File: src/cwg_pkg.sv
// package for the wave generator input select and polarity stage
package cwg_pkg;
  // source select codes, in table order
  localparam int unsigned SRC_COUNT = 14;
  localparam int unsigned SEL_W     = 4;
  localparam logic [3:0] SEL_PIN   = 4'h0;
  localparam logic [3:0] SEL_CCP1  = 4'h1;
  localparam logic [3:0] SEL_CCP2  = 4'h2;
  localparam logic [3:0] SEL_PWM3  = 4'h3;
  localparam logic [3:0] SEL_PWM4  = 4'h4;
  localparam logic [3:0] SEL_PWM5  = 4'h5;
  localparam logic [3:0] SEL_PWM6  = 4'h6;
  localparam logic [3:0] SEL_NCO   = 4'h7;
  localparam logic [3:0] SEL_CMP1  = 4'h8;
  localparam logic [3:0] SEL_CMP2  = 4'h9;
  localparam logic [3:0] SEL_LC1   = 4'ha;
  localparam logic [3:0] SEL_LC2   = 4'hb;
  localparam logic [3:0] SEL_LC3   = 4'hc;
  localparam logic [3:0] SEL_LC4   = 4'hd;
  localparam logic [3:0] SEL_RESET = 4'h0;
  // second control register polarity field, output a in bit 0, d in bit 3
  localparam int unsigned OUT_COUNT = 4;
  localparam int unsigned POL_LSB   = 0;
  localparam logic [3:0]  POL_RESET = 4'h0;
  // per-output internal drive bundle
  typedef struct packed {
    logic [3:0] wave;      // active-high after steering and dead band
    logic [3:0] ovr_en;    // output overridden
    logic [3:0] ovr_lvl;   // override level
  } cwg_drive_t;
endpackage : cwg_pkg

File: src/cwg_pol_stage.sv
// per-output polarity and override stage
`timescale 1ns/1ns
module cwg_pol_stage
  import cwg_pkg::*;
#(
  parameter int unsigned N = OUT_COUNT
) (
  input  wire logic [N-1:0] i_wave,
  input  wire logic [N-1:0] i_pol,
  input  wire logic [N-1:0] i_ovr_en,
  input  wire logic [N-1:0] i_ovr_lvl,
  output logic      [N-1:0] o_pin
);
  // one lane per output
  for (genvar k = 0; k < N; k++) begin : g_lane
    // invert by xor with inverse polarity, override bypasses it
    assign o_pin[k] = i_ovr_en[k] ? i_ovr_lvl[k] : (i_wave[k] ^ ~i_pol[k]);
  end
endmodule : cwg_pol_stage

File: src/cwg_top.sv
// wave generator drive source select and output polarity stage
// How it works
// - drive comes from one selectable source of fourteen internal or pin signals
// - software-written source select register chooses the drive source
// - every output has its own independent polarity bit
// - polarity one makes the output active high
// - polarity zero makes the output active low
// - override level goes out unchanged, never inverted by polarity
// - shutdown and steering are independent of polarity
// - polarity bits live in the second control register, one per output
// - four outputs a to d, polarity bits 3..0, d highest
`timescale 1ns/1ns
module cwg_top
  import cwg_pkg::*;
(
  input  wire logic             i_clock,
  input  wire logic             i_rst_n,
  input  wire logic             i_drive_pin,     // remappable pin, asynchronous
  input  wire logic [SRC_COUNT-2:0] i_src,       // internal sources, codes 1..13
  input  wire logic             i_sel_we,
  input  wire logic [SEL_W-1:0] i_sel_data,
  input  wire logic             i_ctl2_we,
  input  wire logic [3:0]       i_ctl2_data,
  input  wire logic [3:0]       i_wave,          // steered, dead-banded, active high
  input  wire logic [3:0]       i_ovr_en,
  input  wire logic [3:0]       i_ovr_lvl,
  output logic                  o_drive,
  output logic [SEL_W-1:0]      o_sel,
  output logic [3:0]            o_pol,
  output logic [3:0]            o_pin
);
  // whole module state: synchroniser, settings and registered outputs
  typedef struct packed {
    logic [1:0]       pin_sync;
    logic [SEL_W-1:0] sel;
    logic [3:0]       pol;
    logic             drive;
    logic [3:0]       pin;
  } cwg_state_t;

  // state, next state and the combinational paths into it
  cwg_state_t st;
  cwg_state_t next_st;
  logic [SRC_COUNT-1:0] srcs;
  logic [3:0]           pin_comb;
  cwg_drive_t           drv;

  // source vector in code order: code 0 is the synced pin
  assign srcs = {i_src, st.pin_sync[1]};
  assign drv  = '{wave: i_wave, ovr_en: i_ovr_en, ovr_lvl: i_ovr_lvl};

  // polarity applied only at the pin, steering inputs untouched
  // override bypasses polarity inside each lane, so programmed levels go out as written
  cwg_pol_stage #(.N(OUT_COUNT)) u_pol (
    .i_wave    (drv.wave),
    .i_pol     (st.pol),
    .i_ovr_en  (drv.ovr_en),
    .i_ovr_lvl (drv.ovr_lvl),
    .o_pin     (pin_comb)
  );

  // next state
  always_comb begin
    next_st = st;
    // two-flop synchroniser, only the second stage is read
    next_st.pin_sync = {st.pin_sync[0], i_drive_pin};
    // software writes land on the strobe edge
    if (i_sel_we) begin
      next_st.sel = i_sel_data;
    end
    // polarity field, output a in the lowest bit
    if (i_ctl2_we) begin
      next_st.pol = i_ctl2_data[POL_LSB +: OUT_COUNT];
    end
    // a select change reaches o_drive one edge later; the pin adds two sync stages
    // unused codes select nothing
    next_st.drive = (st.sel < SEL_W'(SRC_COUNT)) ? srcs[st.sel] : 1'b0;
    // pins registered so each output leaves a flip-flop
    next_st.pin = pin_comb;
  end

  // state register
  // async clear: select code 0, every polarity active low
  always_ff @(posedge i_clock or negedge i_rst_n) begin
    if (!i_rst_n) begin
      st <= '{pin_sync: 2'h0, sel: SEL_RESET, pol: POL_RESET, drive: 1'b0, pin: 4'h0};
    end else begin
      st <= next_st;
    end
  end

  // outputs straight from the state flops
  assign o_drive = st.drive;
  assign o_sel   = st.sel;
  assign o_pol   = st.pol;
  assign o_pin   = st.pin;

  // codes 1 to 13: each internal source reaches the drive one edge after it is seen
  for (genvar c = 1; c < SRC_COUNT; c++) begin : g_src_chk

  end

  // every lane on its own bit: override level as is, else wave matched to polarity
  for (genvar k = 0; k < OUT_COUNT; k++) begin : g_lane_chk

  end
endmodule : cwg_top

File: config.mk
export PLATFORM = sky130hd
export DESIGN_NAME = cwg_top
export DESIGN_NICKNAME = d
export VERILOG_FILES = /design/src/cwg_pkg.sv /design/src/cwg_pol_stage.sv /design/src/cwg_top.sv
export SDC_FILE = /design/constraint.sdc
export NUM_CORES = 1
export LEC_CHECK = 0
export BUFFER_PORTS_ARGS = -buffer_cell sky130_fd_sc_hd__buf_2
export CORE_AREA = 2 2 48 50
export CTS_CLUSTER_DIAMETER = 50
export DETAILED_ROUTE_END_ITERATION = 8
export DIE_AREA = 0 0 50 52
export GPL_TIMING_DRIVEN = 0
export PLACE_DENSITY = 0.63
export SETUP_SLACK_MARGIN = 0.1
export SYNTH_ARGS = -nofsm -noshare
export SYNTH_HDL_FRONTEND = slang
export SYNTH_SLANG_ARGS = --single-unit
File: constraint.sdc
create_clock -name i_clock -period 1.9 [get_ports i_clock]
set_clock_uncertainty 0.1 [all_clocks]
set_input_delay 0.38 -clock i_clock [delete_from_list [all_inputs] [get_ports i_clock]]
set_output_delay 0.38 -clock i_clock [all_outputs]
set_load 0.02 [all_outputs]
==> flow_metrics.py, run 1 <==
metrics = {
    "layout": {
        "fillers": 204,
        "multiInputGateArea_um2": 277,
        "seq_area_um2": 375,
        "fin_nets": 139,
        "fin_area_um2": 985,
        "antennaDiodeCount": 0,
        "area_growth_pct": 48.5,
        "drive_above_1_share_pct": 62.0,
    },
    "grt": {
        "grt_use_total_pct": 13.1,
        "grt_pass1_vias": 613,
        "grt-ovfl-total": 0,
        "grt_first_pass_wirelength_um": 2550,
        "grt_max_degree": 16,
        "antenna_found_initial": 0,
    },
    "sta": {
        "fin_crit_sh_pct": 78.5,
        "worstMarginPinSlew_ns": 0.337,
        "hold_slack_ns": 0.114,
        "max-slew-margin-rel_pct": 77.6,
        "fin_crit_ns": 1.49,
        "tns_ns": 0,
        "max_freq_mhz": 670,
        "hold_viol": 0,
        "rsz0062_at_grt": "no",
        "setup_violations": 0,
        "slew_viol_final": 0,
    },
    "placement": {
        "io_buffers": 50,
        "dpl_cell_area_um2": 948,
        "place_congestion": 0.621,
        "detailed_place_hpwl_um": 1230,
    },
    "route": {
        "drc_errors": 0,
        "routedWlPerCell_um": 11.6,
        "ant_nets": 0,
        "wl_um": 1480,
        "drt-initial-drc-count": 3,
        "firstDrtPassIters": 4,
        "wl_met2_um": 707,
        "num_vias": 575,
        "routed.top_layer": "met4",
        "vias_per_cell": 4.49,
        "wl_met1_um": 577,
        "wl_met3_um": 182,
    },
    "worst_setup_path": {
        "critPathKind": "reg2reg",
        "required_ns": 1.94,
        "cp.arrival_ns": 1.54,
        "cp-startpoint": "o_sel[0]$_DFFE_PN0P_",
        "cp_max_fo": 5,
        "critPathCaptureType": "flip-flop",
        "cp-start-kind": "flip-flop",
        "reg2reg_from": "o_sel[0]$_DFFE_PN0P_",
    },
    "floorplan": {
        "io_pins": 51,
        "initial_utilization_pct": 31.5,
        "dieArea_um2": 2600,
        "coreArea_um2": 2110,
        "dieWidth_um": 50,
        "num_rows": 17,
        "die_h_um": 52,
    },
    "pwr": {
        "seq_power_share_pct": 50.3,
        "p_leak_nw": 0.504,
        "netSwitchingPower_w": 0.000214,
        "switching_share_pct": 28.7,
        "p_per_area_nw_per_um2": 756,
        "pwr-share-clk_pct": 23.9,
        "combPwrFrac_pct": 25.8,
        "irDropWorstVdd_uv": 406,
        "cellInternalPower_w": 0.000531,
        "finalPower_w": 0.000745,
    },
    "logic_synthesis": {
        "ys_types": 13,
        "syn_area_um2": 663,
        "synth.largest_area_cell": "dfrtp_1",
        "synthCells": 45,
        "synth_top_area_share_pct": 56.6,
        "yosysWarnings": 0,
        "ys_seq_area_share_pct": 56.6,
        "syn_nets": 83,
        "yosys_register_bits": 15,
        "ys_top_cells_by_area": "dfrtp_1, mux2_2, mux4_2",
        "synth_area_per_cell_um2": 14.7,
    },
    "clocking": {
        "clk_pin_slew_ns": 0.09,
        "holdBufCountCts": 1,
        "tritoncts": "yes",
        "worstSkewPairLatency_ns": 0.27,
        "cts_sinks": 15,
        "post-cts-setup-buffer-count": 0,
        "post_cts_resized": 0,
        "root_buffer": "clkbuf_4",
        "htreeDepth": 1,
        "cts_buffers": 3,
        "clock_path_buffers": 2,
    },
    "run_status": {
        "status": "finished, final reports clean",
    },
    "hold_path": {
        "holdCritStartpoint": "i_drive_pin",
        "hold_class": "in2reg",
    },
    "flow_run": {
        "maxCapViolations": 0,
    },
}
## power by group through the flow
stage	logic [W]	clock network [W]	registers, W
floorplan	0.0000646	0	0.000419
global placement	0.000190	0	0.000379
detailed placement	0.000194	0	0.000382
CTS	0.000196	0.000189	0.000376
global route	0.000209	0.000204	0.000380
finish	0.000192	0.000178	0.000375
## kinds of logic (layout without fill, tap and decap cells)
logic type,Yosys count,in the layout,share of synthesized area [%]
compound gates,5,5,4.15
xor+xnor,4,4,5.28
buf+inv,1,56,1.70
flops,15,15,56.6
mux,13,13,27.4
simple gates,7,7,4.91
## layer usage
metal | vias to the layer above | track usage (%)
met4 | 0 | 6.94
li1 | 273 | -
met2 | 44 | 24.3
met1 | 256 | 13.5
met5 | - | 0
met3 | 2 | 3.16
## stage by stage
step           util, %  cells  worst slack, ns
4_1_cts           46.8    128            0.385
5_1_grt           46.8    128            0.319
6_report          46.8    128            0.408
3_3_place_gp      45.0    123            0.438
2_1_floorplan        -     45            0.375
3_5_place_dp      45.0    123            0.405
## cells in the final DEF, fill, tap and decap left out
cell type      Yosys  layout
nand2_1            5       5
or3_1              1       1
nand3b_1           1       1
o21ai_1            4       4
buf_2              0      50
xor2_1             4       4
mux2i_1            2       2
mux4_2             2       2
clkbuf_4           0       3
mux2_2             6       6
dfrtp_1           15      15
dlygate4sd3_1      0       1
buf_6              1       1
mux2_1             2       2
o211ai_1           1       1
mux4_1             1       1
clkbuf_1           0       1
## worst max-delay path, stage by stage, from the launching register on
cell and delay, ns:
dfrtp_1 0.37, buf_6 0.13, mux4_2 0.49, mux2i_1 0.15, o211ai_1 0.12
## synthesized netlist by cell type
cell type and number:
buf_6 1, mux2_1 2, mux2i_1 2, mux4_1 1
o211ai_1 1, nand3b_1 1, or3_1 1, mux2_2 6
mux4_2 2, xor2_1 4, nand2_1 5, dfrtp_1 15
o21ai_1 4
## state kept, by name (all words and copies together), names as in the netlist
| signal | flops |
|---|---|
| srcs | 1 |
| o_pin | 4 |
| o_drive | 1 |
| o_pol | 4 |
| next_st | 1 |
| o_sel | 4 |
## area by class of cell
type	count	share of cell area (%)
Sequential cell	15	38.1
Multi-Input combinational cell	29	28.1
Timing Repair Buffer	51	26.4
Tap cell	28	3.56
Clock buffer	4	2.67
Buffer	1	1.14
## final timing paths
check | end | slack [ns] | depth (start not counted)
setup / recovery | o_drive$_DFF_PN0_ | 0.41 | 4
hold / removal | next_st[14]$_DFF_PN0_ | 0.11 | 1
max in group asynchronous | o_sel[3]$_DFFE_PN0P_ | 1.03 | 2
setup reg to reg | o_drive$_DFF_PN0_ | 0.41 | 4
hold reg to reg | srcs[0]$_DFF_PN0_ | 0.26 | 0
min in group asynchronous | o_pol[3]$_DFFE_PN0P_ | 0.42 | 2
Power figures use the tool's default switching activity.
==> inputs of run 2 (changes only) <==
==> constraint.sdc (replaced) <==
create_clock -name i_clock -period 1.4 [get_ports i_clock]
set_clock_uncertainty 0.1 [all_clocks]
set_input_delay 0.28 -clock i_clock [delete_from_list [all_inputs] [get_ports i_clock]]
set_output_delay 0.28 -clock i_clock [all_outputs]
set_load 0.02 [all_outputs]
==> run 2 against run 1 <==
  * The run now ends with setup timing left
  * Die area stayed put
  * Hold slack worse by 0.030 ns
  * Sequential power is 35% higher
  * Cell area is 4.2% higher
  * Register-to-register slack worse by 0.49 ns
  * First-iteration DRC count is 67% lower
  * Final cell count is 3.1% higher
  * Count of clock-buffer cells in the layout stayed put
  * Critical path depth stayed put
  * Global-route usage is 1.1 points lower
  * Worst setup slack worse by 0.49 ns
  * Highest routed layer is now met3
==> flow_metrics.py, run 2 (same netlist as run 1, synthesis figures left out) <==
metrics = {
    "run_status": {
        "violations": "setup timing",
        "status": "finished, violations left",
    },
    "sta": {
        "slew_viol_final": 0,
        "worstMarginPinSlew_ns": 0.326,
        "fin_crit_sh_pct": 106,
        "max_freq_mhz": 676,
        "fin_crit_ns": 1.48,
        "rsz0062_at_grt": "yes",
        "hold_viol": 0,
        "setup_violations": 1,
        "max-slew-margin-rel_pct": 78.3,
        "fin_ws_ns": -0.0791,
        "tns_ns": -0.0791,
    },
    "layout": {
        "area_growth_pct": 54.7,
        "layout_commonest_cell": "buf_2",
        "fin_cells": 132,
        "drive_above_1_share_pct": 64.4,
        "mostFrequentLayoutCells": "buf_2, dfrtp_1, mux2_2",
        "fin_nets": 143,
        "utilization_pct": 48.7,
        "antennaDiodeCount": 0,
        "fin_area_um2": 1030,
    },
    "clocking": {
        "cts_buffers": 3,
        "htreeDepth": 1,
        "clock_path_buffers": 2,
        "tritoncts": "yes",
        "clk_pin_slew_ns": 0.08,
        "cts_sinks": 15,
        "root_buffer": "clkbuf_4",
        "worstSkewPairLatency_ns": 0.27,
    },
    "worst_setup_path": {
        "crit_slowest_cell": "mux4_2",
        "required_ns": 1.45,
        "critPathMaxStageDelay_ns": 0.50,
        "cp_max_fo": 5,
        "critPathBufInv": 1,
        "cp_cell_sequence": "buf_6 -> mux4_2 -> mux2i_1 -> o211ai_1",
        "cp.arrival_ns": 1.53,
        "critPathKind": "reg2reg",
        "critPathCaptureType": "flip-flop",
        "crit_family": "multiplexers",
        "cp-start-kind": "flip-flop",
    },
    "placement": {
        "io_buffers": 50,
        "detailed_place_hpwl_um": 1200,
        "dp_cells": 123,
        "place_congestion": 0.647,
        "dpl_cell_area_um2": 950,
    },
    "route": {
        "vias_per_cell": 4.33,
        "drc_errors": 0,
        "routedWlPerCell_um": 11.0,
        "drt-initial-drc-count": 1,
        "firstDrtPassIters": 2,
        "num_vias": 571,
        "wl_um": 1450,
        "ant_nets": 0,
    },
    "grt": {
        "met2_usage_pct": 20.4,
        "grt_max_degree": 16,
        "met3_usage_pct": 4.02,
        "grtUsageMet1_pct": 14.0,
        "grt_use_total_pct": 12.0,
        "antenna_found_initial": 0,
        "grt_first_pass_wirelength_um": 2360,
        "grt-ovfl-total": 0,
        "busiest_layer": "met2",
        "grt_pass1_vias": 555,
    },
    "floorplan": {
        "io_pins": 51,
        "initial_utilization_pct": 31.5,
        "coreArea_um2": 2110,
        "die_h_um": 52,
        "dieArea_um2": 2600,
        "num_rows": 17,
        "dieWidth_um": 50,
    },
    "pwr": {
        "p_per_area_nw_per_um2": 996,
        "irDropWorstVdd_uv": 537,
        "p_leak_nw": 0.523,
    },
    "hold_path": {
        "hold_class": "in2reg",
    },
    "flow_run": {
        "maxCapViolations": 0,
    },
}
run 2: cell types whose count changed in the layout (fill, tap and decap cells not counted):
cell / previous run / this run
buf_4: 0 / 3
dfrtp_1: 15 / 13
dfrtp_2: 0 / 2
buf_2: 50 / 49
buf_6: 1 / 2
dlygate4sd3_1: 1 / 2
run 2: path summary, 6_finish.rpt:
| path | startpoint | to | slack, ns | cells after the start |
|---|---|---|---|---|
| min | i_ovr_en[3] | o_pin[3]$_DFF_PN0_ | 0.08 | 2 |
| max | o_sel[0]$_DFFE_PN0P_ | o_drive$_DFF_PN0_ | -0.08 | 4 |
| max reg2reg | o_sel[0]$_DFFE_PN0P_ | o_drive$_DFF_PN0_ | -0.08 | 4 |
| min reg2reg | next_st[14]$_DFF_PN0_ | srcs[0]$_DFF_PN0_ | 0.25 | 0 |
| max in group asynchronous | i_rst_n | o_sel[1]$_DFFE_PN0P_ | 0.62 | 2 |
| min in group asynchronous | i_rst_n | o_pol[3]$_DFFE_PN0P_ | 0.32 | 2 |
run 2: cell type report:
class	instances	area, um^2
multi-input cells	29	277
well taps	28	35.0
fillers	202	1080
clock buffers	4	26.3
plain buffers	1	11.3
flip-flops and latches	15	378
repair buffers	55	299
run 2: worst register-to-register path, delay by kind of cell (launching register included):
family | cells | cell delay, ns
muxes | 2 | 0.66
buffers and inverters | 1 | 0.12
AOI/OAI and AO/OA | 1 | 0.11
DFF | 1 | 0.37
run 2: report_power, final:
group	total [W]	leakage, nW	internal [W]	switching, W
logic	0.000278	0.333	0.000148	0.000130
clock network	0.000236	0.0150	0.000110	0.000126
registers	0.000508	0.175	0.000479	0.0000287
total	0.00102	0.523	0.000737	0.000285
run 2: per-stage QoR:
step | setup WS [ns] | hold slack [ns] | power [W]
6_report | -0.0791 | 0.0837 | 0.00102
5_1_grt | -0.188 | 0.0758 | 0.00109
4_1_cts | -0.0935 | 0.0688 | 0.00103
3_5_place_dp | -0.0751 | 0.106 | 0.000779
3_3_place_gp | -0.0597 | 0.0996 | 0.000772
2_1_floorplan | -0.0694 | -0.116 | 0.000657
run 2: what timing repair did:
| action | 4_1_cts | 5_1_grt |
|---|---|---|
| resized for setup | 1 | 2 |
| endpoints found under the setup margin | 2 | 3 |
| buffers inserted | 1 | 2 |
| hold endpoints to repair | 16 | 0 |
| pin swaps | 0 | 0 |
| hold buffers | 2 | 0 |
run 2: layer usage:
metal	wire (um)	vias up
met3	205	0
met2	706	43
met1	534	244
li1	-	284
met5	0	-
met4	0	0
